$ cat src/verilog/scg_pkg.sv
// Purpose: Shared constants for the system clock generator control block.
// Assumes: Registers sit on a 32-bit classic Wishbone bus, one word each.
// Notes:   Byte address of a register is four times its index.
package scg_pkg;

   // Register indices and byte addresses.
   localparam logic [9:0]  SYSTEM_CLOCK_CONTROL_IDX        = 10'h08a;
   localparam logic [9:0]  LOOP_IDX        = 10'h0d9;
   localparam logic [11:0] SYSTEM_CLOCK_CONTROL_ADDR       = 12'h228;
   localparam logic [11:0] LOOP_ADDR       = 12'h364;

   // Reset values.
   localparam logic [7:0]  SYSTEM_CLOCK_CONTROL_RESET      = 8'h24;
   localparam logic [6:0]  LOOP_RESET      = 7'h00;

   // System clock control field positions.
   localparam int          SC_STOP_DEPTH   = 7;
   localparam int          SC_DIV_LO       = 5;
   localparam int          SC_SCHEME       = 4;
   localparam int          SC_RC_HALT      = 3;
   localparam int          SC_XTAL_HALT    = 2;
   localparam int          SC_SRC_LO       = 0;

   // Loop control field positions.
   localparam int          LP_STATUS       = 7;
   localparam int          LP_OUT_SEL      = 6;
   localparam int          LP_VDC_SUB      = 5;
   localparam int          LP_FB_LO        = 3;
   localparam int          LP_POST_DIV_LO  = 1;
   localparam int          LP_ENABLE       = 0;

   // Clock source codes.
   localparam logic [1:0]  SRC_RC          = 2'h0;
   localparam logic [1:0]  SRC_XTAL        = 2'h1;
   localparam logic [1:0]  SRC_SUB_LOOP    = 2'h2;
   localparam logic [1:0]  SRC_RING        = 2'h3;

   // Power control values; only the stop value enables the stop depth choice.
   localparam logic [7:0]  POWER_CONTROL_REG_STOP       = 8'h03;
   localparam logic [7:0]  POWER_CONTROL_REG_IDLE       = 8'h01;

   // Sub oscillator periods needed to finish a loop disable.
   localparam logic [1:0]  LOOP_OFF_PERIODS = 2'h2;

   typedef enum logic [1:0] {
      SW_RUN,
      SW_DRAIN,
      SW_ALIGN
   } scg_sw_e;

endpackage

$ cat src/verilog/scg_ctrl.sv
// Purpose: System clock source selection, prescaling and oscillator control.
// Assumes: Oscillator levels arrive as inputs sampled on i_mclk, which must
//          run well above the fastest source.
// Notes:   The system clock is rebuilt from sampled levels, so it carries
//          sampling jitter of one i_mclk period.
//
// Behaviour
// - Reset runs internal RC divided by two.
// - Timer clock from 1 MHz ring, always.
// - Stop depth bit applies at power control 0x03.
// - Prescale divides RC by 1, 2, 4, 8.
// - Scheme 0: source change waits for wake.
// - Scheme 1: source change applies at once.
// - RC halt bit acts only under scheme 1.
// - Crystal halt resets to 1, scheme 1 only.
// - Fuse 0 forces crystal halt to 1.
// - Source codes: RC, crystal, sub/loop, ring.
// - Loop status shows bypass or loop output.
// - Output select picks bypass or loop output.
// - Interrupt in low power sets output select.
// - Loop disable completes after two sub periods.
// - Post divide by 1, 2, 4, 8.
//
// The Wishbone slave port was chosen for this implementation.
`timescale 1ns/100ps

module scg_ctrl (
   input  wire logic        i_mclk,             // Block clock, 25 MHz
   input  wire logic        i_rstn,             // Asynchronous reset, low
   input  wire logic        i_ce,               // Clock enable, freezes all
   input  wire logic        i_wb_cyc,           // Wishbone cycle
   input  wire logic        i_wb_stb,           // Wishbone strobe
   input  wire logic        i_wb_we,            // Wishbone write enable
   input  wire logic [11:0] i_wb_adr,           // Wishbone byte address
   input  wire logic [3:0]  i_wb_sel,           // Wishbone byte selects
   input  wire logic [31:0] i_wb_dat,           // Wishbone write data
   output logic             o_wb_ack,           // Wishbone acknowledge
   output logic [31:0]      o_wb_dat,           // Wishbone read data
   input  wire logic        i_rc_osc,           // Internal RC level
   input  wire logic        i_xtal_osc,         // Main crystal level
   input  wire logic        i_sub_osc,          // Sub crystal level
   input  wire logic        i_loop_osc,         // Loop oscillator level
   input  wire logic        i_ring_osc,         // 125 kHz ring level
   input  wire logic        i_ring_1m,          // 1 MHz ring level
   input  wire logic        i_crystal_input_fuse, // Crystal input option
   input  wire logic [7:0]  i_power_control,    // Power control value
   input  wire logic        i_stop_wake,        // Wake from stop, pulse
   input  wire logic        i_low_power_irq,    // Irq in low power, pulse
   output logic             o_sys_clk,          // System clock
   output logic [1:0]       o_sys_src,          // Source now in use
   output logic             o_timer_clk,        // Timer/watchdog clock
   output logic             o_rc_osc_run,       // Internal RC enable
   output logic             o_xtal_osc_run,     // Main crystal enable
   output logic             o_loop_run,         // Loop enable
   output logic [1:0]       o_loop_fb,          // Loop feedback divider
   output logic             o_vdc_on_sub,       // Regulator choice
   output logic             o_deep_stop,        // Deep stop selected
   output logic             o_shallow_stop      // Shallow stop selected
);

   typedef struct packed {
      logic [7:0]     system_clock_control;
      logic [6:0]     loop;
      logic           loop_status;
      logic [1:0]     src_act;
      logic [1:0]     div_act;
      logic [1:0]     src_nxt;
      logic [1:0]     div_nxt;
      scg_pkg::scg_sw_e sw;
      logic [2:0]     rc_cnt;
      logic [2:0]     loop_cnt;
      logic           rc_prev;
      logic           loop_prev;
      logic           sub_prev;
      logic [1:0]     off_cnt;
      logic           loop_run;
      logic           rc_run;
      logic           xtal_run;
      logic           sys_clk;
      logic           timer_clk;
      logic           deep;
      logic           shallow;
      logic           ack;
      logic [7:0]     rdat;
   } scg_state_s;

   scg_state_s s_q;
   scg_state_s s_d;

   // Divided level of a free-running ripple count, picked by a 2-bit code.
   function automatic logic div_level(input logic       lvl,
                                      input logic [2:0] cnt,
                                      input logic [1:0] code);
      unique case (code)
         2'h0:    div_level = lvl;
         2'h1:    div_level = cnt[0];
         2'h2:    div_level = cnt[1];
         2'h3:    div_level = cnt[2];
      endcase
   endfunction

   logic       bus_req;
   logic       wr_system_clock_control;
   logic       wr_loop;
   logic [1:0] src_tgt;
   logic [1:0] div_tgt;
   logic       loop_out;
   logic       cur_lvl;
   logic       new_lvl;

   // Source level seen for a given source and prescale code.
   function automatic logic src_level(input logic [1:0] src,
                                      input logic [1:0] dv,
                                      input logic [2:0] rcc,
                                      input logic       rcl,
                                      input logic       xl,
                                      input logic       ll,
                                      input logic       rgl);
      unique case (src)
         scg_pkg::SRC_RC:       src_level = div_level(rcl, rcc, dv);
         scg_pkg::SRC_XTAL:     src_level = xl;
         scg_pkg::SRC_SUB_LOOP: src_level = ll;
         scg_pkg::SRC_RING:     src_level = rgl;
      endcase
   endfunction

   always_comb begin
      s_d = s_q;
      bus_req = i_wb_cyc & i_wb_stb & ~s_q.ack;
      wr_system_clock_control = bus_req & i_wb_we & i_wb_sel[0]
                & (i_wb_adr[11:2] == scg_pkg::SYSTEM_CLOCK_CONTROL_IDX);
      wr_loop = bus_req & i_wb_we & i_wb_sel[0]
                & (i_wb_adr[11:2] == scg_pkg::LOOP_IDX);

      // Ack one cycle after the request; unmapped reads return zero.
      s_d.ack = bus_req;
      if (bus_req) begin
         if (i_wb_adr[11:2] == scg_pkg::SYSTEM_CLOCK_CONTROL_IDX) begin
            s_d.rdat = s_q.system_clock_control;
         end else if (i_wb_adr[11:2] == scg_pkg::LOOP_IDX) begin
            s_d.rdat = {s_q.loop_status, s_q.loop};
         end else begin
            s_d.rdat = 8'h00;
         end
      end

      if (wr_system_clock_control) begin
         s_d.system_clock_control = i_wb_dat[7:0];
      end
      if (!i_crystal_input_fuse) begin
         s_d.system_clock_control[scg_pkg::SC_XTAL_HALT] = 1'b1;
      end

      if (wr_loop) begin
         s_d.loop = i_wb_dat[6:0];
      end
      if (i_low_power_irq) begin
         s_d.loop[scg_pkg::LP_OUT_SEL] = 1'b1;
      end

      // Crystal halt gated
      // Run enables are kept high-true so the outputs leave a flop
      // directly; under scheme 0 RC keeps its last value, and crystal does too unless fuse 0 clears it.
      if (s_q.system_clock_control[scg_pkg::SC_SCHEME]) begin
         s_d.rc_run   = ~s_q.system_clock_control[scg_pkg::SC_RC_HALT];
         s_d.xtal_run = ~s_q.system_clock_control[scg_pkg::SC_XTAL_HALT];
      end
      if (!i_crystal_input_fuse) begin
         s_d.xtal_run = 1'b0;
      end

      // Ripple counts on rising edges of RC and loop oscillators.
      s_d.rc_prev   = i_rc_osc;
      s_d.loop_prev = i_loop_osc;
      s_d.sub_prev  = i_sub_osc;
      if (i_rc_osc & ~s_q.rc_prev) begin
         s_d.rc_cnt = s_q.rc_cnt + 3'h1;
      end
      if (i_loop_osc & ~s_q.loop_prev) begin
         s_d.loop_cnt = s_q.loop_cnt + 3'h1;
      end

      if (s_q.loop[scg_pkg::LP_ENABLE]) begin
         s_d.loop_run = 1'b1;
         s_d.off_cnt  = 2'h0;
      end else if (s_q.loop_run && i_sub_osc && !s_q.sub_prev) begin
         if (s_q.off_cnt == scg_pkg::LOOP_OFF_PERIODS - 2'h1) begin
            s_d.loop_run = 1'b0;
            s_d.off_cnt  = 2'h0;
         end else begin
            s_d.off_cnt = s_q.off_cnt + 2'h1;
         end
      end

      loop_out = (s_q.loop[scg_pkg::LP_OUT_SEL] && s_q.loop_run)
                 ? div_level(i_loop_osc, s_q.loop_cnt,
                             s_q.loop[scg_pkg::LP_POST_DIV_LO +: 2])
                 : i_sub_osc;
      // Status lags the select by one cycle, as it is read from flops.
      s_d.loop_status = s_q.loop[scg_pkg::LP_OUT_SEL] & s_q.loop_run;

      // Immediate under scheme 1
      // Scheme 0 sees the register only in the wake cycle; a write at
      // any other time waits in the register until the next wake.
      src_tgt = s_q.src_act;
      div_tgt = s_q.div_act;
      if (s_q.system_clock_control[scg_pkg::SC_SCHEME] || i_stop_wake) begin
         src_tgt = s_q.system_clock_control[scg_pkg::SC_SRC_LO +: 2];
         div_tgt = s_q.system_clock_control[scg_pkg::SC_DIV_LO +: 2];
      end

      cur_lvl = src_level(s_q.src_act, s_q.div_act, s_q.rc_cnt, i_rc_osc,
                          i_xtal_osc, loop_out, i_ring_osc);
      // Level of the latched target; it decides when the clock rejoins.
      new_lvl = src_level(s_q.src_nxt, s_q.div_nxt, s_q.rc_cnt, i_rc_osc,
                          i_xtal_osc, loop_out, i_ring_osc);

      // Switch only between two low phases
      unique case (s_q.sw)
         scg_pkg::SW_RUN: begin
            s_d.sys_clk = cur_lvl;
            if (src_tgt != s_q.src_act || div_tgt != s_q.div_act) begin
               // Latch the target: under scheme 0 it is visible only in
               // the wake cycle and would be lost before the drain ends.
               s_d.src_nxt = src_tgt;
               s_d.div_nxt = div_tgt;
               s_d.sw      = scg_pkg::SW_DRAIN;
            end
         end
         scg_pkg::SW_DRAIN: begin
            // Finish the old high phase before parking low.
            s_d.sys_clk = cur_lvl;
            if (!cur_lvl) begin
               s_d.sys_clk = 1'b0;
               s_d.src_act = s_q.src_nxt;
               s_d.div_act = s_q.div_nxt;
               s_d.sw      = scg_pkg::SW_ALIGN;
            end
         end
         scg_pkg::SW_ALIGN: begin
            // Rejoin only on a low level so the next high phase is whole.
            s_d.sys_clk = 1'b0;
            if (!new_lvl) begin
               s_d.sw = scg_pkg::SW_RUN;
            end
         end
         default: begin
            s_d.sw = scg_pkg::SW_RUN;
         end
      endcase

      s_d.timer_clk = i_ring_1m;

      s_d.deep    = (i_power_control == scg_pkg::POWER_CONTROL_REG_STOP)
                    & s_q.system_clock_control[scg_pkg::SC_STOP_DEPTH];
      s_d.shallow = (i_power_control == scg_pkg::POWER_CONTROL_REG_STOP)
                    & ~s_q.system_clock_control[scg_pkg::SC_STOP_DEPTH];
   end

   // Reset to RC divided by two
   always_ff @(posedge i_mclk or negedge i_rstn) begin
      if (!i_rstn) begin
         s_q               <= '0;
         s_q.system_clock_control          <= scg_pkg::SYSTEM_CLOCK_CONTROL_RESET;
         s_q.loop          <= scg_pkg::LOOP_RESET;
         s_q.src_act       <= scg_pkg::SRC_RC;
         s_q.div_act       <= scg_pkg::SYSTEM_CLOCK_CONTROL_RESET[scg_pkg::SC_DIV_LO +: 2];
         s_q.sw            <= scg_pkg::SW_RUN;
         s_q.rc_run        <= 1'b1;
      end else if (i_ce) begin
         s_q <= s_d;
      end
   end

   assign o_wb_ack       = s_q.ack;
   assign o_wb_dat       = {24'h000000, s_q.rdat};
   assign o_sys_clk      = s_q.sys_clk;
   assign o_sys_src      = s_q.src_act;
   assign o_timer_clk    = s_q.timer_clk;
   assign o_rc_osc_run   = s_q.rc_run;
   assign o_xtal_osc_run = s_q.xtal_run;
   assign o_loop_run     = s_q.loop_run;
   assign o_loop_fb      = s_q.loop[scg_pkg::LP_FB_LO +: 2];
   assign o_vdc_on_sub   = s_q.loop[scg_pkg::LP_VDC_SUB];
   assign o_deep_stop    = s_q.deep;
   assign o_shallow_stop = s_q.shallow;

endmodule // scg_ctrl

$ cat config.mk
export PLATFORM = sky130hd
export DESIGN_NAME = scg_ctrl
export DESIGN_NICKNAME = d
export VERILOG_FILES = /design/src/verilog/scg_pkg.sv /design/src/verilog/scg_ctrl.sv
export SDC_FILE = /design/constraint.sdc
export NUM_CORES = 1
export LEC_CHECK = 0
export ABC_AREA = 0
export BUFFER_PORTS_ARGS = -buffer_cell sky130_fd_sc_hd__buf_2
export CORE_UTILIZATION = 35
export CTS_CLUSTER_DIAMETER = 120
export CTS_CLUSTER_SIZE = 14
export DETAILED_ROUTE_END_ITERATION = 10
export REMOVE_ABC_BUFFERS = 1
export SETUP_SLACK_MARGIN = 0.05
export SYNTH_ARGS = -nofsm -noshare
export SYNTH_HDL_FRONTEND = slang
export SYNTH_SLANG_ARGS = --single-unit
$ cat constraint.sdc
create_clock -name i_mclk -period 5.3 [get_ports i_mclk]
set_input_delay 1.06 -clock i_mclk [delete_from_list [all_inputs] [get_ports i_mclk]]
set_output_delay 1.06 -clock i_mclk [all_outputs]
set_load 0.02 [all_outputs]
== Word-level counts from Yosys, hierarchy flattened ==
Index checks and enable logic that the tools add are counted.
Storage, ports and cells
  input port bits: 71
  bits in registers: 53
  word-level logic and storage cells: 131
  output and inout port bits: 45
Cells by class
  reductions and logical operators: 31
  eq/ne operators: 28
  $add $sub $neg: 3
  multiplexer cells: 26
  bitwise logic cells: 18
Operator list (number)
  2-bit equality test, second input constant: 11
  2-bit AND reduction: 11
  10-bit by 8-bit equality test with 1-bit output, second input constant: 2
  1-bit one-hot mux with 4 select lines: 5
  8-bit two-way mux: 2
  2-bit by 1-bit equality test with 1-bit output, second input constant: 7
  2-bit logical NOT: 6
  2-bit two-way mux: 6
  1-bit bitwise AND: 11
  3-bit two-way mux: 3
  3-bit AND reduction: 3
  8-bit by 2-bit equality test with 1-bit output, second input constant: 1
  1-bit two-way mux: 7
  7-bit two-way mux: 1
  1-bit NOT: 7
  3-bit by 1-bit adder with 3-bit output, second input constant: 2
  2-bit != test, second input constant: 3
  2-bit one-hot mux with 3 select lines: 1
  2-bit nonzero test: 3
  2-bit by 1-bit != test with 1-bit output, second input constant: 2
  2-bit != test: 2
  4-bit AND reduction: 1
  1-bit logical AND: 3
  1-bit one-hot mux with 3 select lines: 1
  other kinds (4): 5

== Depth between registers and ports, before layout ==
  word-level depth: 7
  mapped depth: 6
  depth with buffers taken out: 5

== Worst setup path after synthesis ==
No wires, ideal clock.
  path kind: input to register
  start: input port i_wb_adr[11]
  end: register s_q[45] (netlist name)
  library setup time: 0.125 ns
  cell stages on the path: 4
  buffers on the path: 0
  slack: 2.711 ns
  required time: 5.175 ns
  arrival: 2.465 ns
  path through: or4b_4 -> nor3_4 -> nand4_4 -> mux2_2
Between the ends
  cells in the longest elaborated chain, start to end: 3
Ends and longest elaborated chain
  start: declaration: RTL line scg_ctrl.sv:34  | input wire logic [11:0] i_wb_adr,
  10-bit by 8-bit equality test with 1-bit output: RTL line scg_ctrl.sv:131  | & (i_wb_adr[11:2] == scg_pkg::SYSTEM_CLOCK_CONTROL_IDX);
  1-bit bitwise AND: RTL line scg_ctrl.sv:131
  2-bit AND reduction (no source line)
  end: declaration: RTL line scg_ctrl.sv:87  | scg_state_s s_q;
No other way between the ends.
A chain may end at the register's enable or synchronous reset.

== Worst setup path in the final report ==
  start: input port i_ce
  end: register s_q[45] (netlist name)
Between the ends
  cells in the longest elaborated chain, start to end: 1
Ends and longest elaborated chain
  start: declaration: RTL line scg_ctrl.sv:30  | input wire logic i_ce,
  2-bit AND reduction (no source line)
No other way between the ends.

==> impl_metrics.toml <==
[floorplanning]
pin_count = 116
die_x_um = 90.9
die_h_um = 90.9
initial_utilization_pct = 36.0
die-area_sq_um = 8260
placementRows = 32
core_area_sq_um = 7690

[setup_path]
end_kind = "register"
cpMaxStageDelayCell = "nand4b_1"
crit_chain = "buf_2 -> nand4b_1 -> inv_1 -> nand4_4 -> mux2_2"
path_class = "input port to register"
worstPathMaxFanout = 17
required_ns = 5.50
worstPathArrival_ns = 3.02
slowest_delay_ns = 0.62
crit_family = "simple AND/OR/NAND/NOR gates"
path_buf_inv = 2
cp-start-kind = "input port"

[routing]
first_pass_iters = 7
routed-wl-met2_um = 2600
detailroute.via_count = 1987
totalWireLength_um = 5580
drtIter0Drc = 102
routed_via_density = 4.86
wl_per_cell_um = 13.6
drc = 1
ant_nets = 0
top_layer = "met4"
routed-wl-met3_um = 329
wl_met1_um = 2580

[grt]
grt_usage_pct = 14.1
first_global_vias = 1843
grt_max_degree = 54
antenna_found_initial = 0
grt_first_pass_wirelength_um = 9190
overflow = 0

[timing]
hold_viol = 0
rsz0062_at_grt = "no"
finalCritPeriodShare_pct = 53.3
min_period_ns = 2.82
finalSetupViolCount = 0
skew_ns = 0.00870
drv_slew = 0
relSlewSlack_pct = 44.5
final.setup.tns_ns = 0
tightest_slew_ns = 0.826
max_freq_ghz = 0.354

[cts]
cts-hold-fix-buffers = 0
cts_made_buffers = 5
clkSinkCount = 53
clkLatencyLatePin_ns = 0.31
htree_levels = 2
clk_path_buf_depth = 2
postCtsSetupBuffers = 0
clk_pin_slew_ns = 0.09
cts_resized = 0
cts_root_buf = "clkbuf_8"
cts_tree = "built"

[power_and_ir_drop]
p_per_area_nw_per_um2 = 345
power_mw = 1.07
vdd_drop_max_mv = 0.141
leakagePower_nw = 1.55

[yosys]
async_reset_ff_share_pct = 100
ys_seq_elements = 53
synth_cell_types = 42
syn_inst = 252
synth_flop_cell = "dfrtp_1"
yosys_warnings = 0
syn_area_sq_um = 2770
ys_seq_area_share_pct = 48.1
synth_edf_count = 0
avgSynthCellArea_sq_um = 11.0

[job]
cap_violations = 0

[final_layout]
antenna_cells = 0
fin_util_pct = 40.4
drive_above_1_share_pct = 33.2
nNetsFinal = 379
area_growth_pct = 12.3
fill_cells = 759

[run_status]
violations = "design-rule violations"
status = "finished, violations left"

[placement]
gp_congestion = 0.822
post-dp-hpwl_um = 4020
io_buffer_count = 62

[min_path]
hp-class = "register to register"
==> report_power, final <==
group / internal [mW] / total [mW] / switching [mW] / leakage, nW
sequential: 0.477 / 0.557 / 0.0801 / 0.680
combinational: 0.130 / 0.275 / 0.145 / 0.826
clock: 0.107 / 0.239 / 0.132 / 0.0455
==> path summary, 6_finish.rpt <==
| kind | from | end | slack [ns] | cells past startpoint |
|---|---|---|---|---|
| worst max-delay path | i_ce | s_q[45] | 2.48 | 5 |
| worst min-delay path | s_q[48] | o_rc_osc_run | 0.46 | 1 |
| worst max register to register | o_wb_ack | s_q[45] | 3.16 | 4 |
| worst min register to register | s_q[48] | o_rc_osc_run | 0.46 | 1 |
| max in group asynchronous | i_rstn | s_q[27] | 3.98 | 2 |
| min in group asynchronous | i_rstn | o_shallow_stop | 0.86 | 2 |
==> worst register-to-register path, cell delays in order (launching register included) <==
cell and delay (ns):
dfrtp_1 0.40, nand4b_1 0.61, inv_1 0.42, nand4_4 0.25, mux2_2 0.34
==> area by class of cell <==
type	instances	area, sq um	share of cell area, %
flip-flops and latches	53	1330	42.9
inverters	10	37.5	1.21
repair buffers	63	318	10.2
well taps	102	128	4.11
multi-input cells	173	1200	38.7
clock buffers	8	90.1	2.90
==> placed cells by master (no fill, tap or decap), types with 3 or more instances in the layout <==
cell type / count
mux2i_1: 10
o21ai_0: 18
inv_1: 9
xor2_1: 6
a22oi_1: 8
dfrtp_1: 49
nor4_1: 3
mux2_2: 20
dfstp_2: 4
nand2_1: 27
a22o_1: 3
nor2_1: 12
clkbuf_8: 6
conb_1: 24
buf_2: 62
nand3_1: 3
a21oi_1: 6
==> registers in the layout (all words and copies together) (netlist names) <==
register,cells
s_q,32
o_wb_dat,8
o_loop_fb,2
o_sys_src,2
o_deep_stop,1
o_loop_run,1
o_rc_osc_run,1
o_shallow_stop,1
o_sys_clk,1
o_timer_clk,1
o_vdc_on_sub,1
o_wb_ack,1
o_xtal_osc_run,1
==> logic make-up (layout without fill, tap and decap cells) <==
kind of cell	Yosys count	count (layout)	synth area share, %
buffers and inverters	49	81	11.5
other	1	24	0.136
AO/OA/AOI/OAI	41	41	9.18
flip-flops	53	53	48.1
adder cells (fa/ha/maj)	2	2	0.904
AND/OR/NAND/NOR	66	66	14.2
XOR/XNOR	8	8	2.53
multiplexers	32	32	13.4
==> synthesized netlist by cell type (all sizes together), types with 2 or more instances <==
cell type | instances | area [sq um]
a21oi | 6 | 30.0
inv | 9 | 33.8
nand2b | 2 | 12.5
o21ai | 18 | 90.1
nand3 | 3 | 15.0
nor4 | 4 | 31.3
mux2 | 20 | 225
xor2 | 6 | 52.6
a22oi | 8 | 60.1
and2 | 2 | 12.5
mux4 | 2 | 45.0
a22o | 3 | 26.3
xnor2 | 2 | 17.5
dfstp | 4 | 105
mux2i | 10 | 100
dfrtp | 49 | 1230
nor3 | 3 | 37.5
or4b | 2 | 23.8
ha | 2 | 25.0
nand3b | 2 | 15.0
nand2 | 27 | 101
nand4 | 2 | 42.5
nand4b | 2 | 17.5
clkbuf | 3 | 11.3
nor2 | 12 | 45.0
buf | 36 | 270
==> per-stage QoR <==
stage	cell area [sq um]	cells	hold slack (ns)	setup WS (ns)
floorplan	2570	236	0.419	2.71
global placement	3020	401	0.436	2.12
detailed placement	3020	401	0.448	2.12
CTS	3110	409	0.461	2.45
global route	3110	409	0.479	2.33
finish	3110	409	0.460	2.48
==> metal layers <==
metal / vias up / GRT usage (%)
met2: 83 / 22.7
met1: 965 / 19.5
li1: 930 / -
met3: 9 / 3.11
met4: 0 / 3.17
met5: - / 0
Power figures use the tool's default switching activity.
